--- config.mk ---
export PLATFORM = sky130hd
export DESIGN_NAME = rfa_top
export DESIGN_NICKNAME = d
export VERILOG_FILES = /design/src/core/rfa_pkg.sv /design/src/core/rfa_sync3.sv /design/src/core/rfa_top.sv
export SDC_FILE = /design/constraint.sdc
export NUM_CORES = 1
export LEC_CHECK = 0
export ABC_CLOCK_PERIOD_IN_PS = 1600
export BUFFER_PORTS_ARGS = -buffer_cell sky130_fd_sc_hd__buf_2
export CAP_MARGIN = 20
export CORE_MARGIN = 2
export CORE_UTILIZATION = 50
export DETAILED_ROUTE_END_ITERATION = 7
export PLACE_DENSITY = 0.7
export SYNTH_ARGS = -nofsm -noshare
export SYNTH_HDL_FRONTEND = slang
export SYNTH_SLANG_ARGS = --single-unit
--- constraint.sdc ---
create_clock -name CLK -period 1.6 [get_ports CLK]
set_input_delay 0.08 -clock CLK [delete_from_list [all_inputs] [get_ports CLK]]
set_output_delay 0.08 -clock CLK [all_outputs]
set_load 0.1 [all_outputs]
--- src/core/rfa_pkg.sv ---
// package of offsets, field layouts and reset values for the regulator fault aggregator
package rfa_pkg;
	localparam int          NUM_SUPPLIES = 27;
	localparam int          NUM_DETECT   = 4;
	localparam int          SYNC_WIDTH   = NUM_SUPPLIES * NUM_DETECT + 3;
	// extended register region holding the per-rail fault bits
	localparam logic [8:0]  EXT_REGION_LO = 9'h180;
	localparam logic [8:0]  EXT_REGION_HI = 9'h1FF;
	localparam logic [8:0]  ADDR_RAIL_A   = 9'h1CC;
	localparam logic [8:0]  ADDR_RAIL_B   = 9'h1CD;
	localparam logic [8:0]  ADDR_RAIL_C   = 9'h1CE;
	localparam logic [8:0]  ADDR_RAIL_D   = 9'h1CF;
	localparam logic [8:0]  ADDR_L1_FLAGS = 9'h030;
	localparam logic [8:0]  ADDR_L1_MASK  = 9'h031;
	localparam logic [7:0]  RAIL_RESET    = 8'h00;
	localparam logic [7:0]  FLAGS_RESET   = 8'h00;
	localparam logic [2:0]  MASK_RESET    = 3'h3;
	// first supply index held by each fault register, and the used width of rail registers a and d
	localparam int          RAIL_A_BASE  = 0;
	localparam int          RAIL_A_BITS  = 7;
	localparam int          RAIL_B_BASE  = 7;
	localparam int          RAIL_C_BASE  = 15;
	localparam int          RAIL_D_BASE  = 23;
	localparam int          RAIL_D_BITS  = 4;
	// level-1 flag and mask bit positions
	localparam int          BIT_THERMAL  = 0;
	localparam int          BIT_SUMMARY  = 1;
	localparam int          BIT_REGFAIL  = 2;
	// which detectors each supply implements: [3]=short [2]=over-current [1]=over-v [0]=under-v
	localparam logic [NUM_SUPPLIES*NUM_DETECT-1:0] SUPPLY_DETECT_USED = {NUM_SUPPLIES{4'hF}};
endpackage

--- src/core/rfa_sync3.sv ---
// three-flop synchroniser that accepts a change once the second and third stage agree
`timescale 1ns/1ps
module rfa_sync3 #(
	parameter int WIDTH = 1
) (
	input  wire logic             CLK,
	input  wire logic             SYS_RST,
	input  wire logic [WIDTH-1:0] ASYNC_IN,
	output logic      [WIDTH-1:0] SYNC_OUT
);
	logic [WIDTH-1:0] s1_q, s2_q, s3_q, stable_q;
	logic [WIDTH-1:0] stable_d;

	// per bit, the settled value moves only when the two later stages match
	always_comb begin
		for (int i = 0; i < WIDTH; i++) begin
			stable_d[i] = (s2_q[i] == s3_q[i]) ? s3_q[i] : stable_q[i];
		end
	end

	// first stage is read only by the second stage
	always_ff @(posedge CLK) begin
		if (SYS_RST) begin
			s1_q     <= '0;
			s2_q     <= '0;
			s3_q     <= '0;
			stable_q <= '0;
		end else begin
			s1_q     <= ASYNC_IN;
			s2_q     <= s1_q;
			s3_q     <= s2_q;
			stable_q <= stable_d;
		end
	end

	assign SYNC_OUT = stable_q;
endmodule

--- src/core/rfa_top.sv ---
// regulator fault aggregator: per-rail fault status, summary source and level-1 interrupt
//
// Contract
// - each supply fault is the OR of the detectors that supply implements
// - all supply faults OR together into one summary fault source
// - unmasked summary sets level-1 regulator fault, which asserts the host interrupt
// - per-rail fault bits live in the extended region 0x180 to 0x1FF
// - first rail register holds seven supplies in bits 0-6, bit 7 reserved
// - second rail register holds eight further supplies in bits 0-7
// - third rail register holds eight further supplies in bits 0-7
// - fourth rail register holds four supplies in bits 0-3, bits 7-4 reserved
// - a rail bit reads 1 while its supply has a fault, else 0
// - read-only level-1 flags: thermal bit 0, summary bit 1, regulator-fail bit 2
// - read-write mask, reset 0x03, bits 0-2, one masks the matching flag
//
// Register map
//   0x030  level-1 flags, read only, bits 2:0
//   0x031  level-1 mask, bits 2:0, the only writable location
//   0x1CC  rail status a, supplies 0-6
//   0x1CD  rail status b, supplies 7-14
//   0x1CE  rail status c, supplies 15-22
//   0x1CF  rail status d, supplies 23-26
//
// Latency
//   a detector change reaches rail status five edges later and the level-1
//   fault and host pin on the sixth; pulses under two cycles may vanish
`timescale 1ns/1ps
module rfa_top
	import rfa_pkg::*;
(
	input  wire logic                    CLK,
	input  wire logic                    SYS_RST,
	input  wire logic [NUM_SUPPLIES-1:0] UNDER_VOLT_DET,
	input  wire logic [NUM_SUPPLIES-1:0] OVER_VOLT_DET,
	input  wire logic [NUM_SUPPLIES-1:0] OVER_CURR_DET,
	input  wire logic [NUM_SUPPLIES-1:0] SHORT_CIRC_DET,
	input  wire logic                    THERMAL_WARN_DET,
	input  wire logic                    BAT_OVERCURR_DET,
	input  wire logic                    REGULATOR_FAIL_DET,
	input  wire logic [8:0]              REG_ADDR,
	input  wire logic                    REG_WR,
	input  wire logic                    REG_RD,
	input  wire logic [7:0]              REG_WDATA,
	output logic      [7:0]              REG_RDATA,
	output logic      [NUM_SUPPLIES-1:0] SUPPLY_FAULT_SIGNAL,
	output logic                         FAULT_SUMMARY_SOURCE,
	output logic                         REGULATOR_FAULT_LEVEL1,
	output logic                         HOST_INTERRUPT_PIN
);
	logic [SYNC_WIDTH-1:0]   raw_in, sync_in;
	logic [NUM_SUPPLIES-1:0] fault_now;
	logic [NUM_SUPPLIES-1:0] rail_q, rail_d;
	logic                    summary_q, summary_d;
	logic [2:0]              flags_q, flags_d;
	logic [2:0]              mask_q, mask_d;
	logic                    l1_q, l1_d;
	logic                    irq_q, irq_d;
	logic [7:0]              rdata_q, rdata_d;
	logic [7:0]              rd_mux;
	// decoded helpers for the register port and the level-1 path
	logic [7:0]              rail_img_a, rail_img_b, rail_img_c, rail_img_d;
	logic                    in_ext_region;
	logic                    mask_wr;
	logic                    thermal_s, bat_oc_s, reg_fail_s;
	logic [2:0]              pend;

	// analogue detectors arrive unsynchronised, so every one passes the three-flop filter
	assign raw_in = {REGULATOR_FAIL_DET, BAT_OVERCURR_DET, THERMAL_WARN_DET,
		SHORT_CIRC_DET, OVER_CURR_DET, OVER_VOLT_DET, UNDER_VOLT_DET};

	rfa_sync3 #(
		.WIDTH (SYNC_WIDTH)
	) u_sync (
		.CLK      (CLK),
		.SYS_RST  (SYS_RST),
		.ASYNC_IN (raw_in),
		.SYNC_OUT (sync_in)
	);

	// per supply OR over the detectors that the supply actually has
	generate
		for (genvar s = 0; s < NUM_SUPPLIES; s++) begin : g_supply
			logic [NUM_DETECT-1:0] det;
			assign det = {sync_in[3*NUM_SUPPLIES+s], sync_in[2*NUM_SUPPLIES+s],
				sync_in[NUM_SUPPLIES+s], sync_in[s]};
			assign fault_now[s] = |(det & SUPPLY_DETECT_USED[s*NUM_DETECT +: NUM_DETECT]);
		end
	endgenerate

	// the three single-bit sources sit at the top of the synchronised word
	assign thermal_s  = sync_in[SYNC_WIDTH-3];
	assign bat_oc_s   = sync_in[SYNC_WIDTH-2];
	assign reg_fail_s = sync_in[SYNC_WIDTH-1];

	// status follows the live fault state; software writes never touch it
	// flags are live levels rather than sticky bits, so no clear path is needed,
	// at the cost that a fault shorter than the filter may never be seen
	always_comb begin
		rail_d    = fault_now;
		summary_d = |fault_now;
		flags_d   = 3'h0;
		flags_d[BIT_THERMAL] = thermal_s;
		flags_d[BIT_SUMMARY] = summary_d | bat_oc_s;
		flags_d[BIT_REGFAIL] = reg_fail_s;
	end

	always_ff @(posedge CLK) begin
		if (SYS_RST) begin
			rail_q    <= '0;
			summary_q <= 1'b0;
			flags_q   <= FLAGS_RESET[2:0];
		end else begin
			rail_q    <= rail_d;
			summary_q <= summary_d;
			flags_q   <= flags_d;
		end
	end

	// write decode: only the mask address takes data; rail, flag and unmapped
	// addresses drop the write, so a stray write can never fake a fault
	always_comb begin
		mask_wr = REG_WR && (REG_ADDR == ADDR_L1_MASK);
	end

	// mask register is the only writable state; reserved bits 7:3 are dropped
	always_comb begin
		mask_d = mask_q;
		if (mask_wr) begin
			mask_d = REG_WDATA[2:0];
		end
	end

	// level-1 fault and the host pin follow the flags one cycle later, so a mask
	// write takes effect on the pin on the edge after the write is taken
	always_comb begin
		pend  = flags_q & ~mask_q;
		l1_d  = pend[BIT_SUMMARY];
		irq_d = |pend;
	end

	always_ff @(posedge CLK) begin
		if (SYS_RST) begin
			mask_q <= MASK_RESET;
			l1_q   <= 1'b0;
			irq_q  <= 1'b0;
		end else begin
			mask_q <= mask_d;
			l1_q   <= l1_d;
			irq_q  <= irq_d;
		end
	end

	// rail register images; reserved upper bits are tied low instead of stored,
	// so there is no flop that a write could ever reach
	always_comb begin
		rail_img_a = 8'h00;
		rail_img_d = 8'h00;
		rail_img_a[RAIL_A_BITS-1:0] = rail_q[RAIL_A_BASE +: RAIL_A_BITS];
		rail_img_b = rail_q[RAIL_B_BASE +: 8];
		rail_img_c = rail_q[RAIL_C_BASE +: 8];
		rail_img_d[RAIL_D_BITS-1:0] = rail_q[RAIL_D_BASE +: RAIL_D_BITS];
	end

	// extended region decode; a rail register answers only from inside it
	always_comb begin
		in_ext_region = REG_ADDR >= EXT_REGION_LO && REG_ADDR <= EXT_REGION_HI;
	end

	// read decode; reserved bits and unmapped addresses read as zero
	always_comb begin
		rd_mux = 8'h00;
		case (REG_ADDR)
			ADDR_RAIL_A: begin
				rd_mux = in_ext_region ? rail_img_a : 8'h00;
			end
			ADDR_RAIL_B: begin
				rd_mux = in_ext_region ? rail_img_b : 8'h00;
			end
			ADDR_RAIL_C: begin
				rd_mux = in_ext_region ? rail_img_c : 8'h00;
			end
			ADDR_RAIL_D: begin
				rd_mux = in_ext_region ? rail_img_d : 8'h00;
			end
			ADDR_L1_FLAGS: begin
				rd_mux[2:0] = flags_q;
			end
			ADDR_L1_MASK: begin
				rd_mux[2:0] = mask_q;
			end
			default: begin
				rd_mux = 8'h00;
			end
		endcase
	end

	// a read strobe loads the holding register; without one the last answer stays
	always_comb begin
		rdata_d = rdata_q;
		if (REG_RD) begin
			rdata_d = rd_mux;
		end
	end

	// read data is held until the next read so the controller may sample late;
	// the price is one cycle of read latency on every access
	always_ff @(posedge CLK) begin
		if (SYS_RST) begin
			rdata_q <= 8'h00;
		end else begin
			rdata_q <= rdata_d;
		end
	end

	assign REG_RDATA              = rdata_q;
	assign SUPPLY_FAULT_SIGNAL    = rail_q;
	assign FAULT_SUMMARY_SOURCE   = summary_q;
	assign REGULATOR_FAULT_LEVEL1 = l1_q;
	assign HOST_INTERRUPT_PIN     = irq_q;
endmodule

Word level (Yosys, flattened, before mapping)
Cells that the tools add are included.
{"block": "word_totals", "reg_bits": 488, "inputBits": 132, "out_inout_bits": 38, "wordCells": 280}
{"block": "classes", "n_lt_le_gt_ge": 2, "n_eq_ne": 117, "muxes": 6, "bitwise": 3, "n_reduce_logical": 31}
{"operator": "$eq 1x1->1", "n": 111}
{"operator": "$reduce_or 108->1", "n": 1}
{"operator": "$reduce_or 4->1", "n": 27}
{"operator": "$eq 9x9->1 const B", "n": 4}
{"operator": "$pmux 5 s4", "n": 1}
{"operator": "$eq 9x6->1 const B", "n": 2}
{"operator": "$pmux 3 s6", "n": 1}
{"operator": "$mux 8", "n": 2}
{"operator": "$ge 9x9->1 const B", "n": 1}
{"operator": "$le 9x9->1 const B", "n": 1}
{"operator": "$mux 7", "n": 1}
{"operator": "$mux 4", "n": 1}
{"operator": "$and 3x3->3", "n": 1}
{"operator": "$not 3->3", "n": 1}
{"operator": "$reduce_or 3->1", "n": 1}
{"operator": "$logic_and 1x1->1", "n": 2}
{"operator": "$or 1x1->1", "n": 1}

Logic depth before layout (Yosys ltp)
Gate-level depths: netlist (run 1).
{"block": "depth", "depth_word": 4, "ltp_mapped": 5, "depth_no_buf": 4}

By module
Synthesis (run 1) repeated with hierarchy kept, for this count alone.
{"block": "hier_totals", "hier_cells": 1339, "area_unflattened_um2": 14533.9}
{"module": "rfa_sync3", "instances": 1, "cells_each": 1159, "area_per_inst_um2": 12773.5, "seq_area_each_um2": 8888.5}
{"module": "rfa_top", "instances": 1, "cells_each": 180, "area_per_inst_um2": 1760.4, "seq_area_each_um2": 880.8}

Worst setup path before layout (run 1)
Ideal clock, no wire load.
{"block": "synth_path", "path_kind": "reg2reg", "start": "register rail_q[7], in the netlist SUPPLY_FAULT_SIGNAL[7]", "end": "register rdata_q[0], in the netlist REG_RDATA[0]", "setup_ns": 0.078, "arrival_ns": 1.542, "t_required_ns": 1.522, "slack_ns": -0.020, "stages_incl_launch_ff": 4, "path_buffers": 0, "synth_period_minus_slack_ns": 1.620, "path_cell_list": "dfxtp_1 > mux4_1 > a31oi_1 > nor3_1"}
{"block": "synth_via", "elab_chain_len": 2}
{"item": "start: declaration", "line_no": "rfa_top.sv:52", "text": "logic [NUM_SUPPLIES-1:0] rail_q, rail_d;"}
{"item": "start signal: assignment", "line_no": "rfa_top.sv:113", "text": "rail_q <= rail_d;"}
{"item": "$mux 8", "line_no": "rfa_top.sv:177", "text": "rd_mux = in_ext_region ? rail_img_b : 8'h00;"}
{"item": "$pmux 3 s6", "line_no": "rfa_top.sv:172", "text": "case (REG_ADDR)"}
{"item": "end signal: assignment", "line_no": "rfa_top.sv:211", "text": "rdata_q <= rdata_d;"}
{"item": "end: declaration", "line_no": "rfa_top.sv:58", "text": "logic [7:0] rdata_q, rdata_d;"}
Every way passes these cells.
A chain may end at the register's enable or synchronous reset.

Worst setup path after layout (run 1)
{"block": "layout_path", "start": "register u_sync.stable_q[95], in the netlist u_sync.SYNC_OUT[95]", "end": "register flags_q[1]"}
{"block": "layout_via", "elab_chain_len": 2}
{"item": "start: declaration", "line_no": "rfa_sync3.sv:11", "text": "logic [WIDTH-1:0] s1_q, s2_q, s3_q, stable_q;"}
{"item": "start signal: assignment", "line_no": "rfa_sync3.sv:32", "text": "stable_q <= stable_d;"}
{"item": "$reduce_or 108->1", "line_no": "rfa_top.sv:100", "text": "summary_d = |fault_now;"}
{"item": "$or 1x1->1", "line_no": "rfa_top.sv:103", "text": "flags_d[BIT_SUMMARY] = summary_d | bat_oc_s;"}
{"item": "end signal: assignment", "line_no": "rfa_top.sv:111", "text": "flags_q <= FLAGS_RESET[2:0];"}
{"item": "end signal: assignment", "line_no": "rfa_top.sv:115", "text": "flags_q <= flags_d;"}
{"item": "end: declaration", "line_no": "rfa_top.sv:54", "text": "logic [2:0] flags_q, flags_d;"}
Every way passes these cells.

==> results.txt, run 1 <==
The run finished with clean final reports. The highest net fanout along the worst path came out at 3. The clock latency on the worst-skew pair is 0.54 ns.

Dividing the final minimum period by the clock period gives 0.969. The library cells used most frequently in the layout, excluding fill and tap cells, are dfxtp_1 (475), nor2b_1 (342), buf_2 (163). The total half-perimeter wirelength after legalization and detailed placement came out at 18,000 um.

The actual transition at the worst max-transition pin is 0.550 ns. The met3 usage came out at 0.0378. The die outline area came out at 0.0303 mm^2. The flip-flop and latch count after synthesis came out at about 500. The share of total power dissipated in combinational logic is 0.045. The post-route total power is 0.0248 W.

Derived from the worst setup path, the maximum achievable clock frequency is about 640 MHz. Clock tree synthesis inserted a total of 46 buffers. Across all layers, the routed design uses 9,782 vias. The final layout net count came out at between 1,500 and 2,000. The number of pins exceeding their max-slew limit in the final report is 0. The tightest min-delay check is of the in -> reg type.

The wire length per cell after detailed routing came out at roughly 14 um. In this run the standard cell core region covers about 0.029 mm^2. Traced cell by cell, the critical path runs through nor4_4 -> buf_4 -> nand4_1 -> nor4_2 -> a41oi_1. The startpoint identified for the worst hold timing path is REG_WR. The cell taking the most area after synthesis is dfxtp_1. The number of antenna violations at the first check in global routing came to 0. The first global-routing pass estimated around 45,000 um of wire. The power dissipated by switching net loads came out at between 0.005 and 0.006 W.

The number of buffer cells added on primary ports is roughly 160. The weighted congestion at the end of routability-driven global placement came out at ~0.83. The violation count after the first detailed-route iteration came out at 499. The number of search-and-repair iterations in the first detailed-routing pass came out at 5. For this run, the total global-route usage over all layers was measured as 0.184. Hold timing on the final database bottoms out at a slack of around 0.036 ns. The share of the synthesized area in the top cell type came out at 0.675. The maximum vdd ir drop is slightly below 1 mV. The number of stages on the worst hold path is 5. The mapped netlist covers between 0.01 and 0.015 mm^2. Setup repair after global routing could not meet its margin everywhere. The total number of placement rows is 62.

The worst pin sits at a relative slew slack of 0.636. Data arrives at the worst endpoint at roughly 2.0 ns. The width of the chip came out at between 150 and 200 um. In this run the post-CTS setup repair buffer count came out at 0.

met2 is the most crowded layer. The number of setup violations in the final report is 0. STA classifies the critical path startpoint as a register. Across the routed clock network, the largest skew measured is approximately 0.0075 ns. The standby leakage power is approximately 7.5 nW. The global route total overflow came out at 0. The required time at the endpoint of the critical path came out at approximately 2.0 ns. The sum of routed wire length over all layers came out at ~28,000 um.

The tool flagged a number of max-cap violations equal to 0. The synthesized netlist contains 29 unique library cells. The total count of hold-check failures in the final report came to 0. The terminus of the critical flop-to-flop path is flags_q[1]. The library cell contributing the largest single delay on the critical path is nor4_2. The sequential power share came out at 0.511. Pin placement for this block handled 170 I/O pins. The global routing met1 resource utilization came out at 0.238. The power density over the cells is approximately 1300 mW/mm^2. The largest single stage delay on the critical path is between 0.3 and 0.4 ns.

The maximum clock path buffer count came out at 3. The number of sinks on the clock net is approximately 490. The total of warnings raised by yosys came out at 0. CTS placed an instance of clkbuf_16 at the clock tree root. The repair_antennas step left the layout with diodes totalling 0. The origin of the critical flop-to-flop path is u_sync.SYNC_OUT[95]. For this run, global-route usage on met2 was measured as 0.308.

In the final layout, the share of cells above drive strength 1 is 0.178. Of the total power, the share spent switching nets is 0.202. The internal power of the cells totals between 0.015 and 0.02 W.

Entering global routing, the biggest net connects 98 pins. The final critical path time including I/O delays and setup came out at approximately 1.6 ns. The H-tree level count is 2. The minimum setup slack among reg-to-reg paths is ~0.05 ns.

The number of nets in the synthesized netlist is between 1,000 and 1,500. In the routed design, unresolved DRC markers number 0. Leaving out fill and tap cells, the most frequent cell in the layout is dfxtp_1. For this configuration, the core starts out at a cell density of 0.505. Of the total power, the clock network draws 0.444.

TritonCTS built the clock tree. After clock tree synthesis, the clock-pin slew on the worst setup and hold paths is around 0.060 ns. The count of cells along the worst register-to-register path came out at 5. In this run the mean area of a mapped cell was between 10 and 15 um^2.

The worst setup path is of the reg -> reg kind. The count of nets left with antenna violations after detail routing came out at 0. The number of global-route vias before repair is about 9,400. The worst setup path is captured at a register. The register area share after synthesis came out at 0.675. The chip height came out at roughly 170 um. In the post-synthesis netlist, the biggest area contributors are dfxtp_1 (68%), nor2b_1 (15%), a21oi_1 (4.0%). The worst hold endpoint is mask_q[2]. The detailed-route vias per instance is around 4.7. The post-synthesis to final-layout area growth came out at 30.3%.

The number of instances in the synthesized netlist came out at between 1,000 and 1,500.
-- cell usage after synthesis --
cell	instances
nand4_1	6
inv_1	1
and2b_2	1
o21ai_0	111
clkbuf_1	50
mux4_1	4
nor2b_1	342
nor3_1	3
a41oi_1	1
buf_6	1
nor2_1	38
and3_1	3
nor3_4	1
o2bb2ai_1	4
a31oi_1	5
buf_1	3
nand2_1	113
nand2b_1	3
dfxtp_1	488
and4_1	1
nor3b_1	1
a21oi_1	116
buf_2	3
or4_4	1
nor4_1	28
or4bb_4	1
o31ai_1	3
a211o_1	2
mux2i_1	7
-- layer usage --
metal	up-vias	wire length (um)
met5	-	0
met4	0	759
met3	53	1320
met2	205	13100
met1	4506	13100
li1	5018	-
-- power by group through the flow --
stage / Clock, W / Combinational (W) / Sequential (W)
2_1_floorplan: 0 / 0.000458 / 0.0130
3_3_place_gp: 0 / 0.000870 / 0.0129
3_5_place_dp: 0 / 0.000884 / 0.0129
4_1_cts: 0.0113 / 0.00112 / 0.0127
5_1_grt: 0.0118 / 0.00122 / 0.0127
6_report: 0.0110 / 0.00112 / 0.0127
-- registers in the layout (all words and copies together), names as in the netlist --
register                count
REGULATOR_FAULT_LEVEL1      1
REG_RDATA                   8
SUPPLY_FAULT_SIGNAL        27
mask_q                      3
HOST_INTERRUPT_PIN          1
u_sync.SYNC_OUT           111
u_sync.s3_q               111
u_sync.s1_q               111
FAULT_SUMMARY_SOURCE        1
flags_q                     3
u_sync.s2_q               111
-- area by class of cell --
class                           instances  area [um^2]
Clock buffer                           73         1450
Clock inverter                         11          134
Fill cell                            2142         9770
Inverter                                1         3.75
Multi-Input combinational cell        795         4560
Sequential cell                       488         9790
Tap cell                              384          480
Timing Repair Buffer                  320         2440
-- worst max-delay path by stage --
stage                            from           end  slack, ns  cells after the start
2_1_floorplan  SUPPLY_FAULT_SIGNAL[0]  REG_RDATA[0]      0.002                      3
3_3_place_gp      u_sync.SYNC_OUT[14]    flags_q[1]       -0.1                      5
3_5_place_dp      u_sync.SYNC_OUT[14]    flags_q[1]      -0.12                      5
4_1_cts           u_sync.SYNC_OUT[51]    flags_q[1]      0.003                      5
5_1_grt           u_sync.SYNC_OUT[95]    flags_q[1]      -0.06                      5
6_report          u_sync.SYNC_OUT[95]    flags_q[1]       0.05                      5
-- per-stage QoR --
step                      TNS (ns)  utilization  worst slack [ns]  cell area, um^2  std cells
final                            0        0.659            0.0495            18900       2072
after global routing       -0.0587        0.659           -0.0587            18900       2072
after CTS                        0        0.656           0.00288            18800       2072
after floorplan                  0            -           0.00162            14500       1341
after detailed placement    -0.189        0.558            -0.124            16000       1867
after global placement      -0.144        0.558           -0.0976            16000       1867
-- critical path, delay by kind of cell, from the launching register on --
family,cells,cell delay (ns)
AOI/OAI and AO/OA,1,0.15
buffers and inverters,1,0.15
DFF,1,0.34
and+or+nand+nor,3,0.77
-- cells by family (layout without fill, tap and decap cells) --
logic type             count (synthesis)  after routing  synth area share
and+or+nand+nor                      542            542             0.210
DFF                                  488            488             0.675
AOI/OAI and AO/OA                    242            242            0.0865
buffers and inverters                 58            405            0.0158
muxes                                 11             11            0.0121
-- timing repair --
| item | in CTS | in global routing |
|---|---|---|
| pin swaps | 5 | 6 |
| gates resized for setup | 7 | 11 |
| hold endpoints to repair | 145 | 0 |
| hold buffers | 121 | 0 |
| endpoints found under the setup margin | 2 | 2 |
Power figures use the tool's default switching activity.
==> run 2, diff against run 1 <==
--- a/config.mk
+++ b/config.mk
@@ -14,4 +14,5 @@
 export PLACE_DENSITY = 0.7
 export SYNTH_ARGS = -nofsm -noshare
 export SYNTH_HDL_FRONTEND = slang
+export SYNTH_HIERARCHICAL = 1
 export SYNTH_SLANG_ARGS = --single-unit
==> run 2 against run 1 <==
Against the previous run:
- hold slack improved by 0.026 ns
- non-clock buffer count increased by 1
- total power increased by 0.90%
- first-iteration DRC count increased by 17%
- clock power about the same
- clock skew increased by 0.0028 ns
- clock-buffer cell count decreased by 2
- critical path depth increased by 1
- synthesized area increased by 0.48%
==> results.txt, run 2 <==
The number of setup violations in the final report was 0 (unchanged). The standby leakage power is 7.50 nW (-0.11%). The required time at the endpoint of the critical path came to 2.00 ns (about the same).

The setup slack after placement is -0.0826 ns (+0.0415 ns). The number of buffer cells added on primary ports came out at 164 (unchanged). The final critical path time including I/O delays and setup came out at 1.57 ns (+0.0181 ns). The maximum vdd ir drop was 1.01 mV (+2.0%). The most instantiated flip-flop cell in the synthesis netlist is dfxtp_1.

The number of pins exceeding their max-slew limit in the final report came to 0 (unchanged). The number of unique standard cell types used by synthesis is 27 (-6.9%). The clock tree skew after final layout is 0.0103 ns (+0.00277 ns). The register area share after synthesis is 0.672 (-0.00326). The wire length per cell after detailed routing is 13.6 um (+0.22%). The highest net fanout along the worst path was 2 (-1). The violation count after the first detailed-route iteration is 583 (+17%). The number of global-route vias before repair came to 9,426 (-0.14%). The total half-perimeter wirelength after legalization and detailed placement came out at 18,200 um (+1.3%). The maximum number of pins on one net before global-route repair came to 67 (-32%). The number of search-and-repair iterations in the first detailed-routing pass is 5 (unchanged).

The maximum operating frequency is 638 MHz (-1.2%). The power density over the cells is 1320 mW/mm^2 (+0.38%). In this run the clock root is driven by a clkbuf_16. The number of nets in the synthesized netlist came out at 1,471 (-0.14%).

The critical path is of the reg -> reg type. Leaving out fill and tap cells, the most frequent cell in the layout is dfxtp_1. The number of antenna diodes came out at 0 (unchanged). The global route total overflow was 0 (unchanged). The maximum clock path buffer count came out at 3 (unchanged).

The via count is 9,734 (-0.49%). The total standard cell area after synthesis came to 0.0145 mm^2 (+0.48%). The count of placed standard cells in the final layout, fillers left out came to 2,070 (-0.097%). The number of top-level pins is 170 (unchanged). The sum of routed wire length over all layers is 28,200 um (+0.12%). Setup repair after global routing could not meet its margin everywhere. The flip-flop and latch count after synthesis is 488 (unchanged).

After synthesis, the cell types taking the most area are dfxtp_1 (67%), nor2b_1 (15%), a21oi_1 (4.1%). The clock tree from TritonCTS is yes. The number of synthesized flops with an enable pin is 0 (unchanged). The worst setup path is captured at a register. The total count of hold-check failures in the final report is 0 (unchanged).

The starting density of the core came out at 0.508 (+0.00245). The placement-stage cell area is 0.0160 mm^2 (about the same). The final design area excluding fillers is 0.0189 mm^2 (+0.52%). The fraction of layout instances using a drive strength above 1 is 0.186 (+0.00733). The minimum setup slack among reg-to-reg paths came out at 0.03 ns (-0.02 ns). The weighted congestion at the end of routability-driven global placement came out at 0.787 (-4.8%).

The count of nets left with antenna violations after detail routing came out at 0 (unchanged). The path category of the worst min-delay check is in -> reg. The total of warnings raised by yosys came to 6 (+6). The critical path data arrival time was 1.97 ns (+0.02 ns). Counting instances in the post-synthesis netlist gives the leading cell types as dfxtp_1 (488), nor2b_1 (338), a21oi_1 (119), nand2_1 (113), o21ai_0 (111).

The proportion of synthesized flip-flops having asynchronous set or reset is 0 (unchanged). Leaving out fill and tap cells, the most frequent cells in the layout are dfxtp_1 (474), nor2b_1 (338), buf_2 (163). The total number of placement rows came out at 62 (unchanged). The share of the synthesized area in the top cell type is 0.672 (-0.00326). The chip height is 174 um (+0.24%). The clock transition at the register clock pins on the worst setup and hold paths after CTS is 0.06 ns (about the same).

The worst slew margin relative to its limit came out at 0.638 (+0.00221). The H-tree level count is 2 (unchanged). The ratio of final minimum period to clock period is 0.980 (+0.0113).

The kind of launch point of the worst setup path is a register. The count of maximum capacitance violations came to 0 (unchanged). The total global routing track utilization is 0.182 (-0.00207). The number of buffers added by the clock tree synthesis step came out at 47 (+2.2%). The number of instances in the placed design came to 1,864 (-0.16%). The actual transition at the worst max-transition pin came out at 0.547 ns (-0.00334 ns).

The global-route wire length before repair came out at 45,000 um (-1.1%). The post-synthesis to final-layout area growth is 30.4% (about the same). The number of instances in the synthesized netlist came out at 1,339 (-0.15%). The number of sinks on the clock net came out at 488 (unchanged). The final layout net count was 1,784 (unchanged).

The mean instance size in the synthesized netlist came out at 10.9 um^2 (+0.63%). The DRC violation count after routing was 0 (unchanged). The final worst setup slack was 0.0314 ns (-0.0181 ns). The clock latency on the worst-skew pair came to 0.53 ns (about the same). In the post-synthesis netlist, the cell with the most instances is dfxtp_1. The core outline area is 0.0286 mm^2 (unchanged). The flow ran to the end, and the final reports show no timing, DRC or antenna violations.

The cell taking the most area after synthesis is dfxtp_1. The number of antenna violations at the first check in global routing is 1 (+1). The width of the chip came out at 174 um (+0.24%). The detailed-route vias per instance is 4.70 (-0.39%). The die outline area is 0.0304 mm^2 (+0.48%).
[run 2: cell types whose count changed after synthesis, moves of 5 or more]
cell	before	now
clkbuf_1	50	8
nor2_1	38	33
buf_4	0	12
nand2b_1	3	8
buf_2	3	37
nand3_1	0	5
[run 2: worst paths after layout]
kind / from / to / cells after the start
worst min-delay path: REG_WR / mask_q[2] / 5
worst max-delay path: u_sync/SYNC_OUT[16] / flags_q[1] / 6
worst min register to register: u_sync/s1_q[19] / u_sync/s2_q[19] / 1
worst max register to register: u_sync/SYNC_OUT[16] / flags_q[1] / 6
[run 2: per-stage QoR]
step                      utilization  setup TNS, ns  power [W]  hold slack (ns)
after floorplan                     -              0     0.0134            0.198
after detailed placement        0.558         -0.121     0.0138            0.292
after CTS                       0.659              0     0.0253           0.0417
after global placement          0.558        -0.0967     0.0138            0.289
final                           0.662              0     0.0250           0.0613
after global routing            0.662        -0.0513     0.0259           0.0822
[run 2: timing repair]
action	4_1_cts	5_1_grt
hold buffers	121	0
setup buffers	1	1
gates resized for setup	8	14
hold endpoints to repair	147	0
pin swaps	3	5
endpoints found under the setup margin	2	2
[run 2: critical path, stage by stage, from the launching register on]
cell     delay, ns
dfxtp_2       0.32
nor4_2        0.26
buf_4         0.16
nand4_1       0.12
nor4_2        0.33
buf_4         0.16
a41oi_2       0.07
[run 2: final cells by class]
cell class                      count  area [um^2]
Multi-Input combinational cell    793         4570
Tap cell                          384          480
Inverter                            1         3.75
Timing Repair Buffer              321         2470
Clock buffer                       71         1470
Sequential cell                   488         9790
Fill cell                        2151         9680
Clock inverter                     12          163
[run 2: power by group]
part | leakage, nW | internal [W] | switching (W)
combinational | 2.70 | 0.000617 | 0.000530
clock | 0.810 | 0.00695 | 0.00429
sequential | 4.00 | 0.0125 | 0.000146
[run 2: cell families after synthesis]
family,share of synthesized area
mux,0.0110
flops,0.672
buf+inv,0.0213
compound gates,0.0858
simple gates,0.210
[run 2: layer usage]
| metal | global-route usage | up-vias | wire (um) |
|---|---|---|---|
| met4 | 0.0573 | 0 | 637 |
| met5 | 0 | - | 0 |
| met2 | 0.315 | 206 | 13400 |
| li1 | - | 5011 | - |
| met3 | 0.0322 | 42 | 1290 |
| met1 | 0.231 | 4475 | 12900 |
